===== config.mk =====
export PLATFORM = sky130hd
export DESIGN_NAME = haptic_waveform_sequencer
export DESIGN_NICKNAME = d
export VERILOG_FILES = /design/src/haptic_seq_pkg.sv /design/src/tick_if.sv /design/src/tick_divider.sv /design/src/haptic_waveform_sequencer.sv
export SDC_FILE = /design/constraint.sdc
export NUM_CORES = 2
export LEC_CHECK = 0
export BUFFER_PORTS_ARGS = -buffer_cell sky130_fd_sc_hd__buf_2
export CAP_MARGIN = 40
export CORE_ASPECT_RATIO = 0.5
export CORE_UTILIZATION = 46
export DETAILED_ROUTE_END_ITERATION = 8
export PLACE_DENSITY = 0.6
export SYNTH_ARGS = -nofsm -noshare
export SYNTH_HDL_FRONTEND = slang
export SYNTH_HIERARCHICAL = 1
export SYNTH_SLANG_ARGS = --single-unit
export TNS_END_PERCENT = 10

===== constraint.sdc =====
create_clock -name clk -period 48.1 [get_ports clk]
set_input_delay 14.43 -clock clk [delete_from_list [all_inputs] [get_ports clk]]
set_output_delay 14.43 -clock clk [all_outputs]
set_load 0.05 [all_outputs]

===== src/haptic_seq_pkg.sv =====
// Purpose: Shared constants and types for the haptic waveform sequencer.
// Assumes: One 250 MHz system clock.
// Notes: Tick lengths are whole multiples of the shortest tick.
package haptic_seq_pkg;

  // Clock rate and the shortest tick length.
  localparam int CLK_MHZ = 250;
  localparam int TICK_BASE_NS = 1360000;
  localparam int TICK_BASE_CYCLES = TICK_BASE_NS * CLK_MHZ / 1000;

  // Waveform store size and header layout.
  localparam int MEM_BYTES = 100;
  localparam logic [6:0] HDR_CLIP_COUNT_ADDR = 7'h00;
  localparam logic [6:0] HDR_SEQ_COUNT_ADDR = 7'h01;
  localparam logic [6:0] HDR_PTR_BASE_ADDR = 7'h02;

  // Envelope point byte fields.
  localparam int PT_SLOPE_BIT = 7;
  localparam int PT_DUR_LSB = 4;
  localparam int PT_LEVEL_LSB = 0;

  // First and second frame byte fields.
  localparam int FR_TYPE_BIT = 7;
  localparam int FR_GAIN_LSB = 5;
  localparam int FR_TB_LSB = 3;
  localparam int FR_ID_LOW_LSB = 0;
  localparam int FR_LOOP_LSB = 3;
  localparam int FR_PITCH_FLAG_BIT = 2;
  localparam int FR_PITCH_MSB_BIT = 1;
  localparam int FR_ID_HIGH_BIT = 0;

  // Built-in silence clip: one zero point of two ticks.
  localparam logic [3:0] SILENCE_DUR = 4'h2;

  // Signed level limits.
  localparam logic signed [4:0] LEVEL_NEG_CODE = -5'sd8;
  localparam logic signed [4:0] LEVEL_NEG_CLAMP = -5'sd7;

  // Pitch scaling, floor and period read-back unit (microseconds).
  localparam logic [10:0] PITCH_FLOOR_HZ = 11'h019;
  localparam logic [19:0] PERIOD_US_NUM = 20'hF4240;
  localparam logic [15:0] PERIOD_RESET = 16'h0000;
  localparam logic [10:0] PITCH_RESET = 11'h000;

  // Tick multipliers of the shortest tick, per code, normal then fast.
  localparam logic [6:0] TB_MULT_NORMAL [4] = '{7'h04, 7'h10, 7'h20, 7'h40};
  localparam logic [6:0] TB_MULT_FAST [4] = '{7'h01, 7'h04, 7'h10, 7'h20};

  typedef enum {
    ST_IDLE, ST_COUNTS, ST_SEQ_END, ST_SEQ_BEG, ST_FRAME1, ST_FRAME2, ST_FRAME3,
    ST_CLIP_END, ST_CLIP_BEG, ST_POINT, ST_PLAY, ST_END
  } seq_state_t;

endpackage : haptic_seq_pkg


===== src/tick_if.sv =====
// Purpose: Carries tick requests and tick pulses between sequencer and divider.
// Assumes: Both ends sit on the same clock.
// Notes: The tick pulse lasts one cycle.
`timescale 1ns/100ps
interface tick_if;
  logic run;
  logic [6:0] mult;
  logic tick;
  modport gen (input run, input mult, output tick);
  modport user (output run, output mult, input tick);
endinterface : tick_if


===== src/tick_divider.sv =====
// Purpose: Divides the system clock down to one-cycle tick enables.
// Assumes: mult is held steady while run is high.
// Notes: A low run restarts the count so each point gets full ticks.
`timescale 1ns/100ps
module tick_divider
  import haptic_seq_pkg::*;
#(
  parameter int BASE_CYCLES = TICK_BASE_CYCLES
) (
  input wire logic clk, // System clock.
  input wire logic rst, // Asynchronous reset, active high.
  tick_if.gen tk // Tick request and pulse.
);

  logic [19:0] base_cnt_reg;
  logic [6:0] mult_cnt_reg;
  logic tick_reg;

  // End of a shortest tick and of a whole tick.
  wire base_done = (base_cnt_reg == 20'(BASE_CYCLES - 1));
  wire tick_done = base_done && (mult_cnt_reg >= tk.mult - 7'h01);

  // Two cascaded counters driven by the system clock.
  always_ff @(posedge clk or posedge rst) begin
    if (rst) begin
      base_cnt_reg <= 20'h00000;
      mult_cnt_reg <= 7'h00;
      tick_reg <= 1'b0;
    end else if (!tk.run) begin
      base_cnt_reg <= 20'h00000;
      mult_cnt_reg <= 7'h00;
      tick_reg <= 1'b0;
    end else begin
      base_cnt_reg <= base_done ? 20'h00000 : base_cnt_reg + 20'h00001;
      mult_cnt_reg <= tick_done ? 7'h00 : (base_done ? mult_cnt_reg + 7'h01 : mult_cnt_reg);
      tick_reg <= tick_done;
    end
  end

  assign tk.tick = tick_reg;

  a_tick_spacing: assert property (@(posedge clk) disable iff (rst)
    tk.tick |=> !tk.tick)
    else $error("Tick pulses ran back to back.");

endmodule : tick_divider


===== src/haptic_waveform_sequencer.sv =====
// Purpose: Plays stored haptic sequences from a 100-byte waveform store as an envelope.
// Assumes: Trigger and option inputs come from logic on the same clock.
// Notes: Envelope is signed, level times eight, shifted right by the attenuation code.
`timescale 1ns/100ps
// Function
// - Point byte: bit 7 slope flag, bits 6-4 duration, bits 3-0 level.
// - Slope set ramps linearly to the new level; clear jumps and holds.
// - Point duration is code plus one ticks, one to eight.
// - Acceleration on: level is unsigned, zero silent, fifteen full.
// - Acceleration off: level is signed, minus eight read as minus seven.
// - Sequence starts from zero; later clips and loops start from last level.
// - Clip zero is built-in silence, one zero point of two ticks.
// - Stored clip count excludes clip zero; user clips start at one.
// - First frame byte with top bit set raises a memory fault.
// - First frame byte: attenuation bits 6-5, tick code 4-3, clip id 2-0.
// - Second byte: loop 6-3, pitch flag 2, pitch bit 8, clip id high.
// - Attenuation codes give 0, -6, -12 and -18 dB.
// - Tick code decoded by fast-tick option into 1.36 to 87.04 ms lengths.
// - Clip plays loop count plus one times; repeats start at first point.
// - Without second byte, one play and clip id high bit zero.
// - Pitch flag set fetches a third byte as pitch low bits.
// - Pitch is two hertz per step, clamped up to 25 Hz.
// - Commanded pitch converted to a period for read-back.
// - A commanded pitch persists until another frame commands one.
// - Playback only starts by selecting a sequence.
// - Playback ends at sequence end with the level forced to zero.
// - Store holds 100 bytes for header, clips and sequences.
// - Byte 0 clip count, byte 1 sequence count, end pointers follow.
// - End pointers mark last bytes; clips from one, sequences from zero.
module haptic_waveform_sequencer
  import haptic_seq_pkg::*;
#(
  parameter int BASE_CYCLES = TICK_BASE_CYCLES
) (
  input wire logic clk, // System clock, 250 MHz.
  input wire logic rst, // Asynchronous reset, active high.
  input wire logic mem_wr_en, // Store write strobe.
  input wire logic [6:0] mem_wr_addr, // Store write address.
  input wire logic [7:0] mem_wr_data, // Store write data.
  input wire logic seq_start, // Pulse to start a sequence.
  input wire logic [3:0] seq_select, // Sequence to play.
  input wire logic accel_enable, // Unsigned level interpretation.
  input wire logic fast_tick_select, // Shorter tick lengths.
  input wire logic resonance_tracking_enable, // Tracking loop enable; unused, frames still set the pitch.
  output logic signed [7:0] envelope_out, // Attenuated envelope.
  output logic playing, // Sequence in progress.
  output logic mem_fault, // One-cycle memory fault event.
  output logic pitch_update, // One-cycle pulse when a frame sets pitch.
  output logic [10:0] drive_pitch_hz, // Commanded drive pitch in hertz.
  output logic [15:0] active_period_readback // Drive period in microseconds.
);

  logic [7:0] mem [MEM_BYTES];
  seq_state_t state_reg;
  logic [7:0] clip_count_reg, seq_count_reg, seq_end_reg, frame_ptr_reg;
  logic [7:0] clip_beg_reg, clip_end_reg, pt_ptr_reg;
  logic [3:0] seq_id_reg, loop_reg, pass_reg;
  logic [1:0] gain_reg, tb_reg;
  logic [2:0] id_low_reg;
  logic id_high_reg, pitch_msb_reg, silence_reg, slope_reg;
  logic [3:0] dur_reg, step_reg;
  logic signed [4:0] lvl_start_reg, lvl_tgt_reg;
  logic signed [7:0] env_reg;
  logic playing_reg, fault_reg, pitch_upd_reg;
  logic [10:0] pitch_hz_reg;
  logic [15:0] period_reg;
  tick_if tk ();

  // Tick divider instance.
  tick_divider #(.BASE_CYCLES(BASE_CYCLES)) i_tick_divider (.clk(clk), .rst(rst), .tk(tk));

  // Store write port; the contents are data and carry no reset.
  always_ff @(posedge clk) begin
    if (mem_wr_en && mem_wr_addr < 7'(MEM_BYTES)) begin
      mem[mem_wr_addr] <= mem_wr_data;
    end
  end

  // Header positions: clip pointers at byte 2, sequence pointers after them.
  wire [7:0] seq_ptr_base = 8'(HDR_PTR_BASE_ADDR) + clip_count_reg;
  wire [7:0] data_first = seq_ptr_base + seq_count_reg;
  wire [3:0] clip_id = {id_high_reg, id_low_reg};

  // Read address selection by state.
  logic [7:0] rd_addr;
  always_comb begin
    case (state_reg)
      ST_COUNTS: rd_addr = 8'(HDR_SEQ_COUNT_ADDR);
      ST_SEQ_END: rd_addr = seq_ptr_base + 8'(seq_id_reg);
      ST_SEQ_BEG: rd_addr = seq_ptr_base + 8'(seq_id_reg) - 8'h01;
      ST_CLIP_END: rd_addr = 8'(HDR_PTR_BASE_ADDR) + 8'(clip_id) - 8'h01;
      ST_CLIP_BEG: rd_addr = 8'(HDR_PTR_BASE_ADDR) + 8'(clip_id) - 8'h02;
      ST_POINT: rd_addr = pt_ptr_reg;
      ST_FRAME1, ST_FRAME2, ST_FRAME3: rd_addr = frame_ptr_reg;
      default: rd_addr = 8'(HDR_CLIP_COUNT_ADDR);
    endcase
  end
  wire [7:0] mem_q = (rd_addr < 8'(MEM_BYTES)) ? mem[rd_addr[6:0]] : 8'h00;

  // Point decode: slope flag, duration and level.
  wire pt_slope = silence_reg ? 1'b0 : mem_q[PT_SLOPE_BIT];
  wire [3:0] pt_dur = silence_reg ? SILENCE_DUR : {1'b0, mem_q[PT_DUR_LSB +: 3]} + 4'h1;
  wire [3:0] pt_code = silence_reg ? 4'h0 : mem_q[PT_LEVEL_LSB +: 4];
  wire signed [4:0] pt_signed = $signed({pt_code[3], pt_code});
  wire signed [4:0] pt_level = accel_enable ? $signed({1'b0, pt_code}) :
    ((pt_signed == LEVEL_NEG_CODE) ? LEVEL_NEG_CLAMP : pt_signed);

  // Linear interpolation over the point's ticks.
  wire signed [5:0] lvl_delta = 6'(lvl_tgt_reg) - 6'(lvl_start_reg);
  wire signed [9:0] ramp_prod = 10'(lvl_delta) * $signed({6'h00, step_reg});
  wire signed [9:0] ramp_quot = ramp_prod / $signed({6'h00, dur_reg});
  wire signed [4:0] lvl_cur = slope_reg ? 5'(10'(lvl_start_reg) + ramp_quot) : lvl_tgt_reg;

  // Attenuation: each 6 dB step halves the envelope.
  wire signed [7:0] env_full = {lvl_cur, 3'b000};
  wire signed [7:0] env_next = playing_reg ? (env_full >>> gain_reg) : 8'sh00;

  // Pitch: two hertz per step, floor at 25 Hz, then period.
  wire [10:0] pitch_raw = {1'b0, pitch_msb_reg, mem_q, 1'b0};
  wire [10:0] pitch_next = (pitch_raw < PITCH_FLOOR_HZ) ? PITCH_FLOOR_HZ : pitch_raw;
  wire [19:0] period_quot = (pitch_hz_reg == 11'h000) ? 20'h00000 :
    PERIOD_US_NUM / {9'h000, pitch_hz_reg};

  // Tick length from code and fast-tick option.
  assign tk.run = (state_reg == ST_PLAY);
  assign tk.mult = fast_tick_select ? TB_MULT_FAST[tb_reg] : TB_MULT_NORMAL[tb_reg];

  wire point_done = (state_reg == ST_PLAY) && tk.tick && (step_reg + 4'h1 == dur_reg);
  wire clip_last = silence_reg || (pt_ptr_reg == clip_end_reg);
  wire seq_last = (frame_ptr_reg > seq_end_reg);

  // Sequencing state machine.
  always_ff @(posedge clk or posedge rst) begin
    if (rst) begin
      state_reg <= ST_IDLE;
      {clip_count_reg, seq_count_reg, seq_end_reg, frame_ptr_reg} <= 32'h00000000;
      {clip_beg_reg, clip_end_reg, pt_ptr_reg} <= 24'h000000;
      {seq_id_reg, loop_reg, pass_reg, dur_reg, step_reg} <= 20'h00000;
      {gain_reg, tb_reg, id_low_reg} <= 7'h00;
      {id_high_reg, pitch_msb_reg, silence_reg, slope_reg} <= 4'h0;
      lvl_start_reg <= 5'sh00;
      lvl_tgt_reg <= 5'sh00;
      playing_reg <= 1'b0;
      fault_reg <= 1'b0;
      pitch_upd_reg <= 1'b0;
      pitch_hz_reg <= PITCH_RESET;
    end else begin
      fault_reg <= 1'b0;
      pitch_upd_reg <= 1'b0;
      case (state_reg)
        ST_IDLE: begin
          if (seq_start) begin
            seq_id_reg <= seq_select;
            clip_count_reg <= mem_q;
            lvl_start_reg <= 5'sh00;
            lvl_tgt_reg <= 5'sh00;
            slope_reg <= 1'b0;
            playing_reg <= 1'b1;
            state_reg <= ST_COUNTS;
          end
        end
        ST_COUNTS: begin
          seq_count_reg <= mem_q;
          state_reg <= ST_SEQ_END;
        end
        ST_SEQ_END: begin
          seq_end_reg <= mem_q;
          if (8'(seq_id_reg) >= seq_count_reg) begin
            fault_reg <= 1'b1;
            state_reg <= ST_END;
          end else begin
            state_reg <= ST_SEQ_BEG;
          end
        end
        ST_SEQ_BEG: begin
          // Sequence zero reads the last clip end pointer here and starts just past it, or starts at data_first when no clips are stored.
          frame_ptr_reg <= (seq_id_reg == 4'h0 && clip_count_reg == 8'h00) ?
            data_first : mem_q + 8'h01;
          state_reg <= ST_FRAME1;
        end
        ST_FRAME1: begin
          if (mem_q[FR_TYPE_BIT]) begin
            fault_reg <= 1'b1;
            state_reg <= ST_END;
          end else begin
            gain_reg <= mem_q[FR_GAIN_LSB +: 2];
            tb_reg <= mem_q[FR_TB_LSB +: 2];
            id_low_reg <= mem_q[FR_ID_LOW_LSB +: 3];
            frame_ptr_reg <= frame_ptr_reg + 8'h01;
            state_reg <= ST_FRAME2;
          end
        end
        ST_FRAME2: begin
          pass_reg <= 4'h0;
          if (!seq_last && mem_q[FR_TYPE_BIT]) begin
            loop_reg <= mem_q[FR_LOOP_LSB +: 4];
            pitch_msb_reg <= mem_q[FR_PITCH_MSB_BIT];
            id_high_reg <= mem_q[FR_ID_HIGH_BIT];
            frame_ptr_reg <= frame_ptr_reg + 8'h01;
            state_reg <= mem_q[FR_PITCH_FLAG_BIT] ? ST_FRAME3 : ST_CLIP_END;
          end else begin
            loop_reg <= 4'h0;
            id_high_reg <= 1'b0;
            state_reg <= ST_CLIP_END;
          end
        end
        ST_FRAME3: begin
          pitch_hz_reg <= pitch_next;
          pitch_upd_reg <= 1'b1;
          frame_ptr_reg <= frame_ptr_reg + 8'h01;
          state_reg <= ST_CLIP_END;
        end
        ST_CLIP_END: begin
          silence_reg <= (clip_id == 4'h0);
          clip_end_reg <= mem_q;
          if (clip_id != 4'h0 && 8'(clip_id) > clip_count_reg) begin
            fault_reg <= 1'b1;
            state_reg <= ST_END;
          end else begin
            state_reg <= (clip_id == 4'h0) ? ST_POINT : ST_CLIP_BEG;
          end
        end
        ST_CLIP_BEG: begin
          clip_beg_reg <= (clip_id == 4'h1) ? data_first : mem_q + 8'h01;
          pt_ptr_reg <= (clip_id == 4'h1) ? data_first : mem_q + 8'h01;
          state_reg <= ST_POINT;
        end
        ST_POINT: begin
          lvl_start_reg <= lvl_cur;
          lvl_tgt_reg <= pt_level;
          slope_reg <= pt_slope;
          dur_reg <= pt_dur;
          step_reg <= 4'h0;
          state_reg <= ST_PLAY;
        end
        ST_PLAY: begin
          if (point_done) begin
            step_reg <= dur_reg;
            if (!clip_last) begin
              pt_ptr_reg <= pt_ptr_reg + 8'h01;
              state_reg <= ST_POINT;
            end else if (pass_reg != loop_reg) begin
              pass_reg <= pass_reg + 4'h1;
              pt_ptr_reg <= clip_beg_reg;
              state_reg <= ST_POINT;
            end else begin
              state_reg <= seq_last ? ST_END : ST_FRAME1;
            end
          end else if (tk.tick) begin
            step_reg <= step_reg + 4'h1;
          end
        end
        ST_END: begin
          lvl_start_reg <= 5'sh00;
          lvl_tgt_reg <= 5'sh00;
          slope_reg <= 1'b0;
          playing_reg <= 1'b0;
          state_reg <= ST_IDLE;
        end
        default: state_reg <= ST_IDLE;
      endcase
    end
  end

  // Output flip-flops, including the period read-back.
  always_ff @(posedge clk or posedge rst) begin
    if (rst) begin
      env_reg <= 8'sh00;
      period_reg <= PERIOD_RESET;
    end else begin
      env_reg <= env_next;
      period_reg <= period_quot[15:0];
    end
  end

  assign envelope_out = env_reg;
  assign playing = playing_reg;
  assign mem_fault = fault_reg;
  assign pitch_update = pitch_upd_reg;
  assign drive_pitch_hz = pitch_hz_reg;
  assign active_period_readback = period_reg;

  a_bad_frame_fault: assert property (@(posedge clk) disable iff (rst)
    (state_reg == ST_FRAME1 && mem_q[7]) |=> (mem_fault && state_reg == ST_END))
    else $error("Bad first frame byte gave no fault.");
  a_silence_point: assert property (@(posedge clk) disable iff (rst)
    (state_reg == ST_POINT && silence_reg) |=> (dur_reg == 4'h2 && lvl_tgt_reg == 5'sh00))
    else $error("Silence clip point is wrong.");
  a_dur_decode: assert property (@(posedge clk) disable iff (rst)
    (state_reg == ST_POINT && !silence_reg) |=> (dur_reg == {1'b0, $past(mem_q[6:4])} + 4'h1))
    else $error("Point duration not code plus one.");
  a_step_jump: assert property (@(posedge clk) disable iff (rst)
    (state_reg == ST_PLAY && !slope_reg) |-> (lvl_cur == lvl_tgt_reg))
    else $error("Step point did not jump to its level.");
  a_ramp_start: assert property (@(posedge clk) disable iff (rst)
    (state_reg == ST_PLAY && slope_reg && step_reg == 4'h0) |-> (lvl_cur == lvl_start_reg))
    else $error("Ramp did not start from the previous level.");
  a_signed_clamp: assert property (@(posedge clk) disable iff (rst)
    (state_reg == ST_POINT && !accel_enable && !silence_reg && mem_q[3:0] == 4'h8)
    |=> (lvl_tgt_reg == -5'sd7))
    else $error("Code minus eight not read as minus seven.");
  a_unsigned_level: assert property (@(posedge clk) disable iff (rst)
    (state_reg == ST_POINT && accel_enable && !silence_reg)
    |=> (lvl_tgt_reg == $signed({1'b0, $past(mem_q[3:0])})))
    else $error("Unsigned level decode is wrong.");
  a_pitch_floor: assert property (@(posedge clk) disable iff (rst)
    pitch_update |-> ((drive_pitch_hz >= PITCH_FLOOR_HZ && !drive_pitch_hz[0]) ||
    drive_pitch_hz == PITCH_FLOOR_HZ))
    else $error("Commanded pitch below floor.");
  a_end_silent: assert property (@(posedge clk) disable iff (rst)
    (state_reg == ST_END) |=> (!playing ##1 envelope_out == 8'sh00))
    else $error("Playback did not end silent.");
  a_seq_origin: assert property (@(posedge clk) disable iff (rst)
    (state_reg == ST_IDLE && seq_start) |=> (lvl_cur == 5'sh00))
    else $error("Sequence did not start from zero.");

  // Frame decode, looping, header and point end checks.
  a_frame2_default: assert property (@(posedge clk) disable iff (rst)
    (state_reg == ST_FRAME2 && !mem_q[FR_TYPE_BIT]) |=> (loop_reg == 4'h0 && !id_high_reg))
    else $error("Missing second frame byte gave no default.");
  a_pitch_fetch: assert property (@(posedge clk) disable iff (rst)
    (state_reg == ST_FRAME2 && !seq_last && mem_q[FR_TYPE_BIT] && mem_q[FR_PITCH_FLAG_BIT])
    |=> (state_reg == ST_FRAME3 ##1 pitch_update))
    else $error("Pitch flag did not fetch a third frame byte.");
  a_loop_restart: assert property (@(posedge clk) disable iff (rst)
    (point_done && clip_last && pass_reg != loop_reg)
    |=> (state_reg == ST_POINT && pt_ptr_reg == clip_beg_reg))
    else $error("Clip repeat did not restart at its first point.");
  a_idle_wait: assert property (@(posedge clk) disable iff (rst)
    (state_reg == ST_IDLE && !seq_start) |=> (state_reg == ST_IDLE && !playing))
    else $error("Playback began without a sequence start.");
  a_clip_start: assert property (@(posedge clk) disable iff (rst)
    (state_reg == ST_CLIP_BEG && clip_id != 4'h1) |=> (pt_ptr_reg == $past(mem_q) + 8'h01))
    else $error("Clip did not start one past the previous end.");
  a_seq_range: assert property (@(posedge clk) disable iff (rst)
    (state_reg == ST_SEQ_END && 8'(seq_id_reg) >= seq_count_reg) |=> mem_fault)
    else $error("Sequence past the stored count gave no fault.");
  a_ramp_end: assert property (@(posedge clk) disable iff (rst)
    point_done |=> (lvl_cur == lvl_tgt_reg))
    else $error("Point did not end on its own level.");

endmodule : haptic_waveform_sequencer


==> results.json <==
{
  "outcome": "complete, no violations",
  "fp.dieW_um": 487,
  "r2r_slack_ns": 3.55,
  "clkTransAtPathRegs_ns": 0.08,
  "critPathLaunch": "drive_pitch_hz[9]",
  "cts_root_buf": "clkbuf_16",
  "final_common_cell": "nand2_1",
  "fin_skew_ns": 0.0530,
  "fin_tns_setup_ns": 0,
  "die-area_um2": 119000,
  "hold-path-endpoint": "lvl_tgt_reg[0]",
  "vias_per_cell": 5.88,
  "cts_buffer_depth": 3,
  "power_density_nw_per_um2": 35.4,
  "largest_reg_flops": 800,
  "grt_pass1_vias": 39600,
  "antenna_found_initial": 3,
  "tritoncts": "built",
  "worstMarginPinSlew_ns": 1.04,
  "post-route-period-util": 0.926,
  "dp_hpwl_um": 94400,
  "synth_edf_count": 800,
  "start_kind": "flip-flop",
  "grt_max_degree": 166,
  "syn_area_um2": 54200,
  "grt_setup_unrepaired": "no",
  "nNetsFinal": 5623,
  "finalSetupViolCount": 0,
  "num_vias": 41100,
  "die_h_um": 245,
  "hold_class": "reg2reg",
  "ys.flop_type": "edfxtp_1",
  "critPathMostFrequentCell": "o21a_1",
  "cts_made_buffers": 90,
  "rows": 88,
  "yosys_warnings": 6,
  "vdd_drop_max_uv": 80.2,
  "fmax_mhz": 22.4,
  "r2r_end": "active_period_readback[0]",
  "place.gp.congestion": 0.888,
  "cpMaxStageDelayCell": "or4_4",
  "grt_overflow": 0,
  "syn_inst": 5350,
  "cts_sinks": 966,
  "most-common-layout-cells": "1134 x nand2_1, 800 x edfxtp_1, 366 x nor2_1, 269 x nand3_1, 243 x ha_1",
  "hold_depth": 2,
  "slowest_delay_ns": 0.60,
  "io_buffers": 61,
  "cp-end-kind": "flip-flop",
  "async_flop_share": 0.172,
  "h-tree-depth": 3,
  "design.core.area_um2": 116000,
  "final_antenna_net_count": 0,
  "fillCellCount": 10300,
  "grt.total_usage": 0.241,
  "maxCapViolations": 0,
  "timing.rr.start": "drive_pitch_hz[9]",
  "hold_start": "lvl_tgt_reg[0]",
  "layout-drive-gt1-share": 0.0832,
  "ios": 64,
  "cp.arrival_ns": 45.10,
  "synthDistinctLibCells": 125,
  "wl_per_cell_um": 20.8,
  "drt_wl_total_um": 145000,
  "fin_crit_ns": 44.55,
  "grt_pass1_wl_um": 227000,
  "ys_ff_latch": 966,
  "hold_ws_ns": 0.477,
  "area_growth_pct": 9.66,
  "syn_area_per_cell_um2": 10.1,
  "synth.yosys.seq_area_share": 0.520,
  "cts_hold_buf": 0,
  "critPathRequiredTime_ns": 48.65,
  "path_class": "reg2reg",
  "drt_iter0_markers": 3520,
  "firstDrtPassIters": 6,
  "power.static_leakage_nw": 22.1,
  "drc_errors": 0,
  "crit_path_max_fanout": 20,
  "insertion_delay_ns": 0.72,
  "slew_headroom": 0.303,
  "start_util": 0.467,
  "slew_violations": 0,
  "rr_worst_depth": 194,
  "hold_viol": 0
}
-- where the power goes --
part | total, W | internal, W | switching, W
Combinational | 0.000474 | 0.000203 | 0.000271
Sequential | 0.000909 | 0.000909 | 0.000000746
Clock | 0.000719 | 0.000392 | 0.000327
Total | 0.00210 | 0.00150 | 0.000599
-- worst max path at each step --
stage                                 to  cells after the start
2_1_floorplan  active_period_readback[0]                    207
3_3_place_gp   active_period_readback[0]                    195
3_5_place_dp   active_period_readback[0]                    193
4_1_cts        active_period_readback[0]                    194
5_1_grt        active_period_readback[0]                    197
6_report       active_period_readback[0]                    194
-- synth_stat cells, types with 58 or more instances --
library cell / instances / area, µm²
ha_1: 243 / 3040
a21o_1: 58 / 435
a31oi_1: 79 / 494
clkbuf_1: 187 / 702
o21a_1: 75 / 563
inv_1: 148 / 556
a21oi_1: 208 / 1040
nand3_1: 272 / 1360
xor2_1: 79 / 692
nor2_1: 369 / 1390
buf_1: 62 / 233
and3_1: 124 / 776
nand2_1: 1134 / 4260
dfrtp_1: 166 / 4150
nand2b_1: 59 / 369
a311oi_1: 150 / 1310
o21ai_0: 190 / 951
nor3_1: 90 / 450
edfxtp_1: 800 / 24000
xnor2_1: 109 / 955
-- per-layer routing --
metal | GRT usage | part of all wire | wire length, µm
met1 | 0.343 | 0.46 | 66700
met2 | 0.388 | 0.46 | 66800
met3 | 0.0318 | 0.054 | 7890
met4 | 0.0655 | 0.025 | 3620
met5 | 0 | 0 | 0
-- cell families after synthesis --
group	count (synthesis)	synth area share
AO/OA/AOI/OAI	1104	0.143
XOR/XNOR	189	0.0308
adder cells (fa/ha/maj)	259	0.0620
buffers and inverters	420	0.0301
flip-flops	966	0.520
multiplexers	100	0.0198
other	1	0.0000692
AND/OR/NAND/NOR	2311	0.194
-- metrics by stage --
| stage | utilization | cell area (µm²) | instances | setup WS, ns | total power, W |
|---|---|---|---|---|---|
| 4_1_cts | 0.511 | 59300 | 6974 | 2.18 | 0.00211 |
| 6_report | 0.512 | 59400 | 6983 | 3.55 | 0.00210 |
| 2_1_floorplan | - | 54200 | 5355 | 6.63 | 0.00130 |
| 3_5_place_dp | 0.486 | 56400 | 6813 | 2.44 | 0.00139 |
| 3_3_place_gp | 0.483 | 56100 | 6792 | 3.15 | 0.00138 |
| 5_1_grt | 0.512 | 59400 | 6982 | 0.0350 | 0.00221 |
-- area by class of cell --
cell class,count,area (µm²),area share
sequential,966,28200,0.474
multi-input combinational,3970,24600,0.413
clock buffer,113,2380,0.0401
tap,1575,1970,0.0332
timing repair buffer,161,1250,0.0210
inverter,149,564,0.00950
clock inverter,48,500,0.00843
antenna,1,2.50,0.0000421
-- worst max-delay path, delay by kind of cell (launching register included) --
kind | cells | cell delay, ns
AO/OA/AOI/OAI | 98 | 20.43
adder cells (fa/ha/maj) | 19 | 5.77
buffers and inverters | 11 | 1.92
flip-flops | 1 | 0.58
multiplexers | 8 | 2.68
AND/OR/NAND/NOR | 58 | 12.91
-- what timing repair did --
item / in CTS / in global routing
setup endpoints to repair: 0 / 2
setup buffers: 0 / 6
resized for setup: 0 / 13
Note: power is estimated with default switching activity, not from simulation.
